### src/hw/gdp_defs.vh
// constants for the general purpose pin data bank: register indices,
// configuration field positions, reset values and the map of real pins.
// assumes it is included by the bank's design files and the bench top only.
`ifndef GDP_DEFS_VH
`define GDP_DEFS_VH

// ****************************************************************
// register indices (byte address is four times the index)
// ****************************************************************
`define GDP_IDX_W 7
`define GDP_IDX_GROUP_ONE 7'h4b
`define GDP_IDX_GROUP_TWO 7'h4c
`define GDP_IDX_GROUP_THREE 7'h4d
`define GDP_IDX_GROUP_FOUR 7'h4e
`define GDP_IDX_GROUP_FIVE 7'h4f
`define GDP_IDX_GROUP_SIX 7'h50
`define GDP_IDX_CFG_BASE 7'h00
`define GDP_NUM_GROUPS 6
`define GDP_NUM_PORTS 48

// ****************************************************************
// configuration register fields
// ****************************************************************
`define GDP_CFG_DIR 0
`define GDP_CFG_POL 1
`define GDP_CFG_FSEL_LO 2
`define GDP_CFG_FSEL_HI 3
`define GDP_CFG_OD 7
`define GDP_CFG_RESET 8'h01
`define GDP_DATA_RESET 1'b0
`define GDP_FSEL_GPIO 2'h0

// ****************************************************************
// port positions that carry a pin (group four bits 4..7 and group six
// bits 3..7 are reserved)
// ****************************************************************
`define GDP_PIN_MASK 48'h07_ff_0f_ff_ff_ff

`endif

### src/hw/gdp_sync2.v
// two flip-flop synchroniser for a vector of asynchronous pin levels.
// assumes the inputs come straight from pads, outside clk_sys.
`timescale 1ns/1ps
module gdp_sync2 #(
  parameter WIDTH = 48
) (
  input wire clk_sys,
  input wire rst,
  input wire [WIDTH-1:0] async_in,
  output reg [WIDTH-1:0] sync_out
);

  reg [WIDTH-1:0] stage_one;

  // first stage feeds only the second stage
  always @(posedge clk_sys) begin
    if (rst) begin
      stage_one <= {WIDTH{1'b0}};
      sync_out <= {WIDTH{1'b0}};
    end else begin
      stage_one <= async_in;
      sync_out <= stage_one;
    end
  end

endmodule

### src/hw/gdp_pin_cell.v
// one general purpose port: its configuration byte, its data bit and
// the pin driver with polarity and open-drain control.
// assumes pin_lvl is already synchronised to clk_sys.
`timescale 1ns/1ps
`include "gdp_defs.vh"
module gdp_pin_cell (
  input wire clk_sys,
  input wire rst,
  input wire cfg_we,
  input wire [7:0] cfg_wdat,
  input wire data_we,
  input wire data_wbit,
  input wire data_rd,
  input wire pin_lvl,
  input wire alt_out,
  input wire alt_dir_in,
  output reg [7:0] cfg,
  output wire rd_view,
  output reg pin_o,
  output reg pin_oe_n,
  output wire alt_in
);

  wire dir_in;
  wire pol;
  wire od;
  wire gpio_fn;
  reg data;
  reg drv_en;
  reg drv_val;

  assign dir_in = cfg[`GDP_CFG_DIR];
  assign pol = cfg[`GDP_CFG_POL];
  assign od = cfg[`GDP_CFG_OD];
  assign gpio_fn = (cfg[`GDP_CFG_FSEL_HI:`GDP_CFG_FSEL_LO] == `GDP_FSEL_GPIO);

  // configuration byte, plain input function after reset
  always @(posedge clk_sys) begin
    if (rst) begin
      cfg <= `GDP_CFG_RESET;
    end else if (cfg_we) begin
      cfg <= cfg_wdat;
    end
  end

  // data bit: written only as output, latched from pin on input read
  always @(posedge clk_sys) begin
    if (rst) begin
      data <= `GDP_DATA_RESET;
    end else if (data_we && !dir_in) begin
      data <= data_wbit;
    end else if (data_rd && dir_in) begin
      data <= pin_lvl ^ pol;
    end
  end

  // value a host read returns: pin for inputs, the data bit for outputs
  assign rd_view = dir_in ? (pin_lvl ^ pol) : data;

  // level seen by an alternate function, polarity applied
  assign alt_in = pin_lvl ^ pol;

  // source of the drive: data bit or the selected alternate function
  always @* begin
    if (gpio_fn) begin
      drv_en = !dir_in;
      drv_val = data ^ pol;
    end else begin
      drv_en = !alt_dir_in;
      drv_val = alt_out ^ pol;
    end
  end

  // registered driver; open-drain only pulls low
  always @(posedge clk_sys) begin
    if (rst) begin
      pin_o <= 1'b0;
      pin_oe_n <= 1'b1;
    end else begin
      pin_o <= od ? 1'b0 : drv_val;
      pin_oe_n <= !(drv_en && !(od && drv_val));
    end
  end

endmodule

### src/hw/gdp_gpio_bank.v
// bank of general purpose ports behind a classic wishbone slave.
// assumes a wishbone master on clk_sys and raw pad signals on the pins;
// the pad wire level is resolved outside from pin_o and pin_oe_n.
//
// Local design decision: register access over Wishbone.
`timescale 1ns/1ps
`include "gdp_defs.vh"
module gdp_gpio_bank #(
  parameter ADDR_W = 9,
  parameter NUM_PORTS = `GDP_NUM_PORTS,
  parameter [47:0] PIN_MASK = `GDP_PIN_MASK
) (
  input wire clk_sys,
  input wire rst,
  input wire wb_cyc_i,
  input wire wb_stb_i,
  input wire wb_we_i,
  input wire [ADDR_W-1:0] wb_adr_i,
  input wire [3:0] wb_sel_i,
  input wire [31:0] wb_dat_i,
  output reg [31:0] wb_dat_o,
  output reg wb_ack_o,
  input wire [NUM_PORTS-1:0] pin_i,
  output wire [NUM_PORTS-1:0] pin_o,
  output wire [NUM_PORTS-1:0] pin_oe_n,
  input wire [NUM_PORTS-1:0] alt_out,
  input wire [NUM_PORTS-1:0] alt_dir_in,
  output wire [NUM_PORTS-1:0] alt_in,
  output wire [2*NUM_PORTS-1:0] fn_sel
);

  // ****************************************************************
  // bus request decode
  // ****************************************************************

  wire req;
  wire wr_req;
  wire rd_req;
  wire lane0;
  wire [`GDP_IDX_W-1:0] idx;
  wire [`GDP_IDX_W-1:0] grp_full;
  wire [2:0] grp;
  wire is_data;
  wire is_cfg_range;
  wire [`GDP_IDX_W-1:0] cfg_full;
  wire [5:0] cfg_port;
  wire is_cfg;

  // new request only while no answer is pending
  assign req = wb_cyc_i && wb_stb_i && !wb_ack_o;
  // a write commits at the edge where the master sees ack high
  assign wr_req = wb_cyc_i && wb_stb_i && wb_we_i && wb_ack_o;
  assign rd_req = req && !wb_we_i;
  assign lane0 = wb_sel_i[0];

  // word index from the byte address
  assign idx = wb_adr_i[`GDP_IDX_W+1:2];

  // group registers occupy six consecutive indices
  assign grp_full = idx - `GDP_IDX_GROUP_ONE;
  assign grp = grp_full[2:0];
  assign is_data = (idx >= `GDP_IDX_GROUP_ONE) && (idx <= `GDP_IDX_GROUP_SIX);

  // one configuration byte per port position, reserved positions unmapped
  assign is_cfg_range = (idx >= `GDP_IDX_CFG_BASE) &&
    (idx < (`GDP_IDX_CFG_BASE + 7'd48));
  assign cfg_full = idx - `GDP_IDX_CFG_BASE;
  assign cfg_port = cfg_full[5:0];
  assign is_cfg = is_cfg_range && PIN_MASK[cfg_port];

  // ****************************************************************
  // per-port strobes
  // ****************************************************************

  reg [NUM_PORTS-1:0] data_we;
  reg [NUM_PORTS-1:0] data_rd;
  reg [NUM_PORTS-1:0] cfg_we;
  reg [NUM_PORTS-1:0] data_wbit;
  integer p;

  // a group access touches the pin-carrying ports among its eight positions, a config access one port
  always @* begin
    data_we = {NUM_PORTS{1'b0}};
    data_rd = {NUM_PORTS{1'b0}};
    cfg_we = {NUM_PORTS{1'b0}};
    data_wbit = {NUM_PORTS{1'b0}};
    for (p = 0; p < NUM_PORTS; p = p + 1) begin
      data_wbit[p] = wb_dat_i[p % 8];
      if (is_data && (grp == (p / 8))) begin
        data_we[p] = wr_req && lane0 && PIN_MASK[p];
        data_rd[p] = rd_req && PIN_MASK[p];
      end
      if (is_cfg && (cfg_port == p)) begin
        cfg_we[p] = wr_req && lane0;
      end
    end
  end

  // ****************************************************************
  // pin synchroniser
  // ****************************************************************

  wire [NUM_PORTS-1:0] pin_lvl;

  gdp_sync2 #(
    .WIDTH(NUM_PORTS)
  ) u_sync (
    .clk_sys(clk_sys),
    .rst(rst),
    .async_in(pin_i),
    .sync_out(pin_lvl)
  );

  // ****************************************************************
  // port cells
  // ****************************************************************

  wire [8*NUM_PORTS-1:0] cfg_all;
  wire [NUM_PORTS-1:0] rd_view;

  genvar g;
  generate
    for (g = 0; g < NUM_PORTS; g = g + 1) begin : g_port
      if (PIN_MASK[g]) begin : g_real
        gdp_pin_cell u_cell (
          .clk_sys(clk_sys),
          .rst(rst),
          .cfg_we(cfg_we[g]),
          .cfg_wdat(wb_dat_i[7:0]),
          .data_we(data_we[g]),
          .data_wbit(data_wbit[g]),
          .data_rd(data_rd[g]),
          .pin_lvl(pin_lvl[g]),
          .alt_out(alt_out[g]),
          .alt_dir_in(alt_dir_in[g]),
          .cfg(cfg_all[8*g+7:8*g]),
          .rd_view(rd_view[g]),
          .pin_o(pin_o[g]),
          .pin_oe_n(pin_oe_n[g]),
          .alt_in(alt_in[g])
        );
      end else begin : g_rsvd
        // reserved position: no pin, never driven, reads zero
        assign cfg_all[8*g+7:8*g] = 8'h00;
        assign rd_view[g] = 1'b0;
        assign pin_o[g] = 1'b0;
        assign pin_oe_n[g] = 1'b1;
        assign alt_in[g] = 1'b0;
      end
      // function select exported to the alternate function owners
      assign fn_sel[2*g+1:2*g] = cfg_all[8*g+`GDP_CFG_FSEL_HI:8*g+`GDP_CFG_FSEL_LO];
    end
  endgenerate

  // ****************************************************************
  // read data selection
  // ****************************************************************

  reg [7:0] rd_byte;
  integer b;

  // group byte, configuration byte, or zero for an unmapped index
  always @* begin
    rd_byte = 8'h00;
    if (is_data) begin
      for (b = 0; b < 8; b = b + 1) begin
        rd_byte[b] = rd_view[8 * grp + b];
      end
    end else if (is_cfg) begin
      rd_byte = cfg_all[8 * cfg_port +: 8];
    end
  end

  // ****************************************************************
  // wishbone answer
  // ****************************************************************

  // one cycle answer, ack dropped the cycle after it was given
  always @(posedge clk_sys) begin
    if (rst) begin
      wb_ack_o <= 1'b0;
      wb_dat_o <= 32'h0000_0000;
    end else begin
      wb_ack_o <= req;
      if (rd_req) begin
        wb_dat_o <= {24'h00_0000, rd_byte};
      end
    end
  end

endmodule

### config.mk
export PLATFORM = sky130hd
export DESIGN_NAME = gdp_gpio_bank
export DESIGN_NICKNAME = d
export VERILOG_FILES = /design/src/hw/gdp_sync2.v /design/src/hw/gdp_pin_cell.v /design/src/hw/gdp_gpio_bank.v
export VERILOG_INCLUDE_DIRS = /design/src /design/src/hw
export SDC_FILE = /design/constraint.sdc
export NUM_CORES = 1
export LEC_CHECK = 0
export ABC_AREA = 1
export BUFFER_PORTS_ARGS = -buffer_cell sky130_fd_sc_hd__buf_4
export CORE_MARGIN = 2
export CORE_UTILIZATION = 39
export CTS_CLUSTER_SIZE = 10
export DETAILED_ROUTE_END_ITERATION = 10
export PLACE_DENSITY_LB_ADDON = 0.25
export SLEW_MARGIN = 20
export SYNTH_ARGS = -nofsm -noshare
export SYNTH_HDL_FRONTEND = slang
export SYNTH_SLANG_ARGS = --single-unit
### constraint.sdc
create_clock -name clk_sys -period 3.9 [get_ports clk_sys]
set_clock_uncertainty 0.1 [all_clocks]
set_input_delay 0.195 -clock clk_sys [delete_from_list [all_inputs] [get_ports clk_sys]]
set_output_delay 0.195 -clock clk_sys [all_outputs]
set_load 0.03 [all_outputs]
Word-level counts from Yosys, hierarchy flattened:

Memory sizes are Yosys's and may differ from the RTL's.
Cells that the tools add are included.

* register bits after elaboration: 524
* bits in read-only memories: 64
* input bits: 194
* output and inout port bits: 273
* logic and storage cells: 1095
* memories kept: 1

* add/subtract/negate cells: 8
* magnitude comparators: 13
* equal/unequal tests: 43
* shift operators: 1
* muxes and demuxes: 265
* bitwise operators: 117
* reductions and logical operators: 487

Memory list
* (name not given): depth 64, width 1, rd ports 1, clocked after Yosys merged registers in 0, wr ports 0, RTL line gdp_gpio_bank.v:69 `assign is_cfg = is_cfg_range && PIN_MASK[cfg_port];`

Operator list (count)
* $shiftx 384x10->8: 1
* $mux 1: 255
* $logic_and 1x1->1: 210
* $logic_not 1->1: 158
* $xor 1x1->1: 117
* $logic_not 2->1: 39
* $reduce_bool 2->1: 39
* $reduce_or 2->1: 39
* $eq 6x5->1 const B: 12
* $eq 6x6->1 const B: 11
* $lt 7x7->1 const B: 7
* $eq 6x4->1 const B: 8
* $bmux 1 s6: 7
* $add 6x3->7 const B: 4
* $eq 6x3->1 const B: 4
* $mux 8: 2
* $add 6x2->7 const B: 2
* $lt 6x7->1 const B: 2
* $eq 6x2->1 const B: 2
* $add 6x1->7 const B: 1
* $ge 7x1->1 const B: 1
* $ge 7x7->1 const B: 1
* $le 7x7->1 const B: 1
* $lt 7x6->1 const B: 1
* 8 further kinds: 10

Depth between registers and ports, before layout:

Gate-level depths: netlist (run 1).

* depth in word-level cells: 7
* gate-level depth with buffers: 17
* depth with buffers taken out: 12

By module:

Synthesis (run 1) repeated with hierarchy kept, for this count alone.

* cell total of the unflattened synthesis: 4086
* area, all modules: 26421.6 um^2

By module, submodules not included
* gdp_pin_cell: times used 39, cells an instance 67, area an instance 469.2 um^2
* gdp_gpio_bank: times used 1, cells an instance 1174, area an instance 5308.8 um^2
* gdp_sync2: times used 1, cells an instance 299, area an instance 2813.9 um^2

Worst setup path after synthesis (run 1):

Ideal clock, no wire load.

* kind: input to register
* start: input port wb_adr_i[3]
* end: register g_port[25].g_real.u_cell.data
* arrival time: 2.395 ns
* required time: 3.672 ns
* setup slack: 1.277 ns
* stages: 16
* buffers on the path: 5
* cell sequence: buf_2 inv_2 clkbuf_1 buf_1 ha_1 nand2_2 nand2_1 nand2_1 nor2_4 buf_8 buf_8 nand3_2 o21ai_1 nor2_1 nor2_1 nor2_1

* longest elaborated chain between the ends: 6

Ends and longest elaborated chain
* start: declaration: RTL line gdp_gpio_bank.v:18 `input wire [ADDR_W-1:0] wb_adr_i,`
* $ge 7x7->1 (no source line), or another cell as far along
* $logic_and 1x1->1 or $eq 3x2->1 (tied branches)
* $logic_and 1x1->1 (*)
* $mux 1: RTL line gdp_gpio_bank.v:89 `if (is_data && (grp == (p / 8))) begin`
* $logic_and 1x1->1 (on tied branches): RTL line gdp_pin_cell.v:50, gdp_pin_cell.v:52
* $mux 1 or $reduce_bool 2->1 (tied branches)
* end signal: assignment: RTL line gdp_pin_cell.v:49 `` data <= `GDP_DATA_RESET; ``
* end signal: assignment: RTL line gdp_pin_cell.v:51 `data <= data_wbit;`
* end signal: assignment: RTL line gdp_pin_cell.v:53 `data <= pin_lvl ^ pol;`
* end: declaration: RTL line gdp_pin_cell.v:28 `reg data;`

Every way passes the cells marked *; elsewhere a longest branch is shown, timed or not.
A chain may end at the register's enable or synchronous reset.

Worst setup path in the final report (run 1):

* start: input port wb_adr_i[3]
* end: register g_port[17].g_real.u_cell.data

* longest elaborated chain between the ends: 6

Ends and longest elaborated chain (RTL line)
* $ge 7x7->1 (no source line), or another cell as far along
* $logic_and 1x1->1 or $eq 3x2->1 (tied branches): gdp_gpio_bank.v:62, gdp_gpio_bank.v:89
* $logic_and 1x1->1 (*): gdp_gpio_bank.v:89
* $mux 1: gdp_gpio_bank.v:89
* $logic_and 1x1->1 (on tied branches): gdp_pin_cell.v:50, gdp_pin_cell.v:52
* $mux 1 or $reduce_bool 2->1 (tied branches)
* end signal: assignment: gdp_pin_cell.v:49
* end signal: assignment: gdp_pin_cell.v:51
* end signal: assignment: gdp_pin_cell.v:53
* end: declaration: gdp_pin_cell.v:28

Marked as above.

==> flow_metrics.py, run 1 <==
metrics = {
    "die": {
        "core_area_um2": 65700,
        "start_util": 0.394,
        "chipHeight_um": 262,
        "die_x_um": 262,
        "io_pins": 467,
        "rows": 94,
        "fp.dieArea_um2": 68400,
    },
    "placement": {
        "gp_congestion": 0.928,
        "dp.final_hpwl_um": 62200,
        "io_buffer_count": 341,
    },
    "cts": {
        "cts_buffers": 60,
        "cts.path.max_buffers": 3,
        "htree_levels": 2,
        "cts.sinks": 516,
        "clock_latency_ns": 0.64,
        "cts_tree": "built",
        "clk_pin_slew_ns": 0.06,
        "cts-root-buf": "clkbuf_16",
    },
    "synthesis": {
        "synth_edf_count": 0,
        "synth_area_leaders": "dfxtp_1, nand2_1, buf_4",
        "synth_flop_cell": "dfxtp_1",
        "yosysSeqAreaShare": 0.399,
        "ys_warn_count": 0,
        "syn_area_um2": 25900,
        "synth-seq-cells": 516,
        "synth_cell_type_count": 45,
        "synth_top_area_cell": "dfxtp_1",
        "syn_area_per_cell_um2": 7.10,
        "syn-instance-count": 3645,
        "yosysTopAreaCellShare": 0.399,
        "async_flop_share": 0,
    },
    "sta": {
        "worstMarginPinSlew_ns": 1.12,
        "relSlewSlack": 0.253,
        "hold_viol_final": 0,
        "period_needed_ns": 2.92,
        "fmax_mhz": 343,
        "finalCritPeriodShare": 0.748,
        "setup_tns_ns": 0,
        "setup_viol": 0,
        "rsz0062_at_grt": "no",
        "final_max_slew_viol_count": 0,
    },
    "setup_path": {
        "slowest_stage": "ha_1",
        "crit_chain": "buf_4, ha_1, inv_1, ha_1, nand2_1, inv_1, nand3_4, o21ai_0, nor2_1, nor2_1, nor2_1, dlygate4sd3_1",
        "cp_data_arrival_time_ns": 3.33,
        "path_max_fanout": 23,
        "crit_type": "input port to flip-flop",
        "worstPathRequired_ns": 4.32,
        "endpoint_kind": "flip-flop",
        "critPathLaunchType": "input port",
        "crit_buf_inv": 4,
        "critPathMostFrequentCell": "nor2_1",
        "path_delay_family": "buffers and inverters",
        "cp_slowest_stage_delay_ns": 0.71,
    },
    "routing": {
        "drt-total-wl_um": 90300,
        "antenna_left": 0,
        "drt-wirelength-per-cell_um": 19.0,
        "vias_per_cell": 5.05,
        "first_iter_violations": 2118,
        "drc_errors": 0,
        "firstDrtPassIters": 6,
        "num_vias": 24075,
    },
    "pwr": {
        "vdd_drop_max_mv": 0.331,
        "cellPowerDensity_nw_per_um2": 381,
        "p_leak_uw": 0.0138,
    },
    "final_layout": {
        "area_growth_pct": 18.9,
        "finish.utilization": 0.468,
        "layout-drive-gt1-share": 0.143,
        "mostFrequentLayoutCells": "nand2_1, dfxtp_1, o21ai_0",
        "fillCellCount": 6612,
        "final_common_cell": "nand2_1",
        "n_antenna_cell": 0,
        "nets": 4078,
    },
    "grt": {
        "grt_pass1_wl_um": 135000,
        "grt_pass1_vias": 21960,
        "track_usage": 0.257,
        "grt-ovfl-total": 0,
        "grt_max_degree": 169,
        "antenna_found_initial": 3,
    },
    "run": {
        "max-cap-violations": 0,
    },
    "min_path": {
        "hold_path_class": "input port to flip-flop",
    },
    "status": {
        "status": "finished clean",
    },
}
## cell type report
type	instances	area, µm²	share of cell area
clock buffers	82	1700	0.0551
well taps	864	1080	0.0351
repair buffers	556	4660	0.152
clock inverters	3	47.5	0.00154
multi-input cells	2354	11500	0.373
inverters	388	1470	0.0476
flip-flops and latches	516	10300	0.336
## sequential cells by signal, summed over array words and instances (netlist names)
signal                         cells
g_port.g_real.u_cell.pin_oe_n     39
u_sync.sync_out                   39
wb_dat_o                           8
g_port.g_real.u_cell.cfg         312
u_sync.stage_one                  39
wb_ack_o                           1
g_port.g_real.u_cell.pin_o        39
g_port.g_real.u_cell.data         39
## path summary, 6_finish.rpt
kind / depth (start not counted) / end / start / slack (ns)
hold reg to reg: 2 / u_sync.sync_out[16] / u_sync.stage_one[16] / 0.30
setup reg to reg: 8 / g_port[42].g_real.u_cell.cfg[7] / wb_ack_o / 1.26
hold / removal: 3 / g_port[27].g_real.u_cell.cfg[0] / wb_dat_i[0] / 0.03
setup / recovery: 12 / g_port[17].g_real.u_cell.data / wb_adr_i[3] / 0.98
## worst register-to-register path, cell delays in order, from the launching register on
cell and delay, ns:
dfxtp_1 0.43, nand3_1 0.11, nor2_1 0.10, buf_4 0.34, nand3_2 0.50, buf_4 0.33, nor2_4 0.35, o21ai_0 0.15
a21oi_1 0.16
## what timing repair did
| action | in CTS | in global routing |
|---|---|---|
| endpoints found under the setup margin | 0 | 0 |
| hold buffers | 169 | 0 |
| endpoints found under the hold margin | 183 | 0 |
| gates resized for setup | 0 | 0 |
| buffers inserted | 0 | 0 |
## through the flow
| step | hold WS, ns | cell area [µm²] | instances | worst slack, ns | total power, µW |
|---|---|---|---|---|---|
| floorplan | 0.202 | 26100 | 3712 | 1.28 | 6080 |
| global placement | 0.289 | 27300 | 4509 | 0.753 | 6430 |
| detailed placement | 0.293 | 27300 | 4509 | 0.725 | 6430 |
| CTS | 0.00480 | 30800 | 4763 | 1.06 | 11800 |
| global route | 0.0433 | 30800 | 4763 | 0.847 | 12100 |
| finish | 0.0304 | 30800 | 4763 | 0.984 | 11700 |
## Yosys cell counts (2+ instances only)
cell type    n
o21ai_1     19
o21ai_0    419
a211oi_1     7
nand2_2      3
nor2_4      29
clkbuf_1   124
nor2_2       2
nor2_1     268
nand2_1    746
a21oi_2      2
inv_2       15
a21oi_1    351
xnor2_1     14
dfxtp_1    516
buf_6        3
or2_2        4
nand3_1    183
nor4_4       2
o211ai_1    80
buf_2       20
buf_1       15
ha_1         8
mux2_2      17
conb_1       2
nand3_2      7
nor3_1      42
xor2_1      48
nand2_4      2
buf_4      290
buf_8        2
inv_1      369
clkinv_1     4
nand3_4      6
nand4_1     15
## kinds of logic (layout without fill, tap and decap cells)
logic type,after synthesis,in the layout,synth area share
and+or+nand+nor,1314,1314,0.221
buffers and inverters,842,1029,0.167
other,2,69,0.000290
muxes,18,18,0.00778
DFF,516,516,0.399
AOI/OAI and AO/OA,883,883,0.180
adders and majority gates,8,8,0.00387
xor gates and xnor gates,62,62,0.0210
## power by group
part	leakage [µW]	internal, µW	switching (µW)
clock network	0.000854	3030	2260
registers	0.00418	5320	16.6
logic	0.00874	352	758
total	0.0138	8690	3030
## metal layers
metal,part of all wire,track usage,vias up
met5,0.00018,0,-
met4,0.027,0.0735,2
met3,0.072,0.0406,125
met2,0.46,0.409,810
met1,0.44,0.359,11255
li1,-,-,11883
Note: power is estimated with default switching activity, not from simulation.
==> run 2: changes to the inputs <==
Clock period 3.9 ns to 2.85 ns, I/O delays scaled along.
==> flow_metrics.py, run 2 (synthesis gave the netlist of run 1 again) <==
metrics = {
    "grt": {
        "track_usage": 0.256,
        "grt-ovfl-total": 0,
        "antenna_found_initial": 2,
        "grt_pass1_wl_um": 135000,
        "grt_pass1_vias": 21894,
        "grt_max_degree": 152,
    },
    "final_layout": {
        "finish.utilization": 0.471,
        "layout-drive-gt1-share": 0.147,
        "final_common_cell": "nand2_1",
        "nets": 4097,
        "mostFrequentLayoutCells": "nand2_1, dfxtp_1, o21ai_0",
        "seqCellArea_um2": 10300,
        "multi_input_area_um2": 11500,
        "largest_register": "g_port.g_real.u_cell.cfg",
        "largest_reg_flops": 312,
        "area_growth_pct": 19.6,
        "fillCellCount": 6630,
    },
    "setup_path": {
        "endpoint_kind": "flip-flop",
        "path_max_fanout": 10,
        "crit_type": "flip-flop to flip-flop",
        "critPathLaunchType": "flip-flop",
        "cp_slowest_stage_delay_ns": 0.42,
        "slowest_stage": "dfxtp_1",
        "crit_buf_inv": 3,
        "crit_chain": "nand3_1, nor2_1, buf_4, inv_2, nor3_4, nand3_1, clkinv_1, o21ai_0, a21oi_1",
        "worstPathRequired_ns": 3.30,
        "cp_data_arrival_time_ns": 2.99,
        "critPathMostFrequentCell": "nand3_1",
        "path_delay_family": "simple AND/OR/NAND/NOR gates",
    },
    "placement": {
        "io_buffer_count": 341,
        "dp.final_hpwl_um": 63200,
        "gp_congestion": 0.942,
        "dp_slack_ns": 0.204,
    },
    "sta": {
        "final_max_slew_viol_count": 0,
        "hold_viol_final": 0,
        "fmax_mhz": 395,
        "finalCritPeriodShare": 0.889,
        "relSlewSlack": 0.436,
        "setup_tns_ns": 0,
        "setup_slack_ns": 0.315,
        "period_needed_ns": 2.53,
        "setup_viol": 0,
        "worstMarginPinSlew_ns": 0.846,
        "rsz0062_at_grt": "no",
    },
    "die": {
        "rows": 94,
        "fp.dieArea_um2": 68400,
        "io_pins": 467,
        "start_util": 0.394,
        "die_x_um": 262,
        "core_area_um2": 65700,
        "chipHeight_um": 262,
    },
    "routing": {
        "num_vias": 24006,
        "drt-wirelength-per-cell_um": 18.9,
        "firstDrtPassIters": 5,
        "drc_errors": 0,
        "drt-total-wl_um": 90400,
        "vias_per_cell": 5.02,
        "first_iter_violations": 2018,
        "antenna_left": 0,
    },
    "pwr": {
        "intPower_uw": 11900,
        "cellPowerDensity_nw_per_um2": 517,
        "p_leak_uw": 0.0139,
        "power_frac_clock": 0.448,
        "p_comb_frac": 0.097,
        "p_switching_uw": 4120,
        "p_seq_frac": 0.456,
        "p_total_uw": 16000,
        "switching_share": 0.257,
        "vdd_drop_max_mv": 0.437,
    },
    "cts": {
        "postCtsResizedCells": 0,
        "cts-root-buf": "clkbuf_16",
        "htree_levels": 2,
        "clock_latency_ns": 0.63,
        "cts_setup_buffers": 0,
        "clk_pin_slew_ns": 0.07,
        "cts.sinks": 516,
        "cts.path.max_buffers": 3,
        "cts_tree": "built",
        "ctsHoldBuffers": 167,
        "cts_buffers": 60,
    },
    "status": {
        "status": "finished clean",
    },
    "run": {
        "max-cap-violations": 0,
    },
    "min_path": {
        "hold_path_class": "input port to flip-flop",
    },
}
run 2: changes by cell type in the layout (fill, tap and decap cells not counted), sizes merged:
cell	change
inv	-2
clkbuf	-2
buf	+21
clkinv	+3
diode	+1
dlygate4sd3	-2
run 2: path summary, 6_finish.rpt:
| check | slack (ns) | startpoint | cells past startpoint | to |
|---|---|---|---|---|
| max | 0.32 | wb_ack_o | 9 | g_port[11].g_real.u_cell.cfg[4] |
| min | 0.04 | wb_adr_i[6] | 7 | wb_dat_o[7] |
| max reg2reg | 0.32 | wb_ack_o | 9 | g_port[11].g_real.u_cell.cfg[4] |
| min reg2reg | 0.30 | u_sync.stage_one[33] | 2 | u_sync.sync_out[33] |
run 2: cell type report:
type / instances / share of cell area
Antenna cell: 1 / 0.0000808
Tap cell: 864 / 0.0349
Clock buffer: 80 / 0.0542
Inverter: 388 / 0.0473
Clock inverter: 4 / 0.00170
Sequential cell: 516 / 0.334
Timing Repair Buffer: 575 / 0.157
Multi-Input combinational cell: 2354 / 0.371
run 2: tightest hold or removal path, cell delays in order:
cell and delay, ns:
buf_4 0.12, nor2_1 0.05, buf_4 0.16, nand2_1 0.07, nand3_1 0.07, nand2_1 0.06, a21oi_1 0.05
run 2: metrics by stage:
stage               area [µm²]  hold slack (ns)  cells
finish                   31000           0.0382   4782
global route             31000           0.0558   4781
CTS                      31000           0.0123   4781
detailed placement       27600            0.251   4530
global placement         27600            0.242   4530
floorplan                26100            0.149   3712
run 2: routing by layer:
layer  vias up  track usage  routed length [µm]
met1     11092        0.353               39700
li1      11916            -                   -
met5         -            0                   0
met3       111       0.0434                6860
met2       887        0.413               41700
met4         0       0.0682                2260
run 2: power by group through the flow:
stage	Combinational (µW)	Sequential [µW]	Clock, µW
after floorplan	860	7460	0
after global placement	1380	7450	0
after detailed placement	1380	7450	0
after CTS	1530	7300	7270
after global routing	1650	7300	7540
final	1550	7300	7170
==> run 3: changes to the inputs <==
Settings changed: CORE_UTILIZATION 39 to 57.
==> flow_metrics.py, run 3 (synthesis gave the netlist of run 1 again) <==
metrics = {
    "status": {
        "status": "finished with violations",
        "violations": "negative hold slack",
    },
    "sta": {
        "finalCritPeriodShare": 0.870,
        "period_needed_ns": 2.48,
        "worstMarginPinSlew_ns": 0.951,
        "fmax_mhz": 403,
        "setup_tns_ns": 0,
        "setup_viol": 0,
        "hold_viol_final": 1,
        "final_max_slew_viol_count": 0,
        "relSlewSlack": 0.364,
        "rsz0062_at_grt": "no",
        "whs_ns": -0.000101,
        "setup_slack_ns": 0.369,
    },
    "grt": {
        "grt-ovfl-total": 0,
        "grt_pass1_vias": 22213,
        "top_usage_layer": "met2",
        "antenna_found_initial": 2,
        "use_met1": 0.462,
        "track_usage": 0.348,
        "met3_usage": 0.0984,
        "grt_max_degree": 165,
        "grt_util_met2": 0.534,
        "grt_pass1_wl_um": 127000,
    },
    "pwr": {
        "vdd_drop_max_mv": 0.514,
        "intPower_uw": 11400,
        "cellPowerDensity_nw_per_um2": 506,
        "p_switching_uw": 3890,
        "p_seq_frac": 0.476,
        "switching_share": 0.254,
        "power_frac_clock": 0.424,
        "p_leak_uw": 0.0137,
        "p_comb_frac": 0.099,
    },
    "final_layout": {
        "mostFrequentLayoutCells": "nand2_1, dfxtp_1, o21ai_0",
        "nets": 4079,
        "final_cells": 4488,
        "largest_reg_flops": 312,
        "fin_area_um2": 30300,
        "area_growth_pct": 17.1,
        "layout-drive-gt1-share": 0.143,
        "largest_register": "g_port.g_real.u_cell.cfg",
        "final_common_cell": "nand2_1",
        "fillCellCount": 3912,
    },
    "placement": {
        "gp_congestion": 0.961,
        "dp.final_hpwl_um": 56800,
        "io_buffer_count": 341,
        "placed_cell_area_um2": 27100,
        "dp_cells": 4254,
        "dp_slack_ns": 0.225,
    },
    "routing": {
        "drt-wirelength-per-cell_um": 18.8,
        "vias_per_cell": 5.45,
        "drt-total-wl_um": 84200,
        "first_iter_violations": 2616,
        "num_vias": 24472,
        "antenna_left": 0,
        "firstDrtPassIters": 6,
        "drc_errors": 0,
    },
    "setup_path": {
        "crit_cells": 10,
        "crit_type": "input port to flip-flop",
        "crit_chain": "dlygate4sd3_1, buf_4, nor2_2, a21oi_4, nand2_4, dlygate4sd3_1, nor4_4, inv_1, o21ai_0, a21oi_1",
        "worstReg2RegStart": "wb_ack_o",
        "critPathLaunchType": "input port",
        "worst_r2r_endpoint": "g_port[18].g_real.u_cell.cfg[2]",
        "slowest_stage": "dlygate4sd3_1",
        "cp_data_arrival_time_ns": 2.87,
        "critPathLaunch": "wb_adr_i[7]",
        "endpoint_kind": "flip-flop",
        "critPathMostFrequentCell": "dlygate4sd3_1",
        "crit_buf_inv": 4,
        "r2r_setup_slack_ns": 0.42,
        "path_max_fanout": 12,
        "path_delay_family": "buffers and inverters",
        "endpoint": "g_port[14].g_real.u_cell.cfg[2]",
        "cp_slowest_stage_delay_ns": 0.61,
        "reg2reg_depth": 8,
        "worstPathRequired_ns": 3.24,
    },
    "min_path": {
        "hold_path_class": "input port to flip-flop",
    },
    "die": {
        "start_util": 0.574,
        "die_x_um": 217,
        "chipHeight_um": 217,
        "io_pins": 467,
        "fp.dieArea_um2": 47100,
        "rows": 78,
        "core_area_um2": 45100,
    },
    "cts": {
        "cts.path.max_buffers": 3,
        "cts_setup_buffers": 0,
        "cts.sinks": 516,
        "clk_pin_slew_ns": 0.06,
        "htree_levels": 2,
        "cts_buffers": 58,
        "cts-root-buf": "clkbuf_16",
        "clock_latency_ns": 0.61,
        "cts_tree": "built",
    },
    "run": {
        "max-cap-violations": 0,
    },
}
## run 3: cell count changes in the layout (fill, tap and decap cells not counted), moves of 2 or more
cell           delta
buf_4            -12
clkbuf_1          -5
clkbuf_16         -2
dlygate4sd3_1     -4
clkbuf_8          -7
## run 3: cell type report
class,count,area [µm²],share of cell area
timing repair buffer,559,4730,0.156
multi-input combinational,2354,11500,0.379
clock inverter,3,18.8,0.000619
sequential,516,10300,0.341
tap,600,751,0.0248
inverter,388,1460,0.0483
antenna,2,5.00,0.000165
clock buffer,66,1510,0.0499
## run 3: timing repair
item / CTS / global route
hold buffers: 163 / 0
endpoints found under the hold margin: 275 / 0
resized for setup: 0 / 0
## run 3: worst min-delay path: cells and delay by family
kind	cells	cell delay, ns
AOI/OAI and AO/OA	1	0.19
muxes	1	0.15
buffers and inverters	1	0.09
xor gates and xnor gates	1	0.09
## run 3: metal layers
layer  wire (µm)  share of wire  vias to the layer above
met4        3230          0.038                        2
met3       10100           0.12                      200
li1            -              -                    11877
met2       37000           0.44                     1227
met1       33800           0.40                    11166
met5          11        0.00013                        -
## run 3: through the flow
stage / util / power, µW
2_1_floorplan: - / 8320
3_3_place_gp: 0.602 / 8790
3_5_place_dp: 0.602 / 8790
4_1_cts: 0.672 / 15300
5_1_grt: 0.672 / 15700
6_report: 0.672 / 15300
## run 3: power groups by stage
stage	clock network (µW)	logic, µW	registers, µW
6_report	6500	1520	7300
2_1_floorplan	0	860	7460
3_5_place_dp	0	1330	7460
3_3_place_gp	0	1330	7450
4_1_cts	6520	1480	7300
5_1_grt	6830	1600	7300
## run 3: how the worst min path moves through the flow
stage                                       endpoint  depth (start not counted)        start
finish              g_port[2].g_real.u_cell.pin_oe_n                          4   alt_out[2]
CTS                  g_port[27].g_real.u_cell.cfg[3]                          5  wb_adr_i[4]
global placement                 u_sync.stage_one[7]                          3     pin_i[7]
global route        g_port[2].g_real.u_cell.pin_oe_n                          4   alt_out[2]
floorplan                        u_sync.stage_one[0]                          2     pin_i[0]
detailed placement              u_sync.stage_one[18]                          3    pin_i[18]
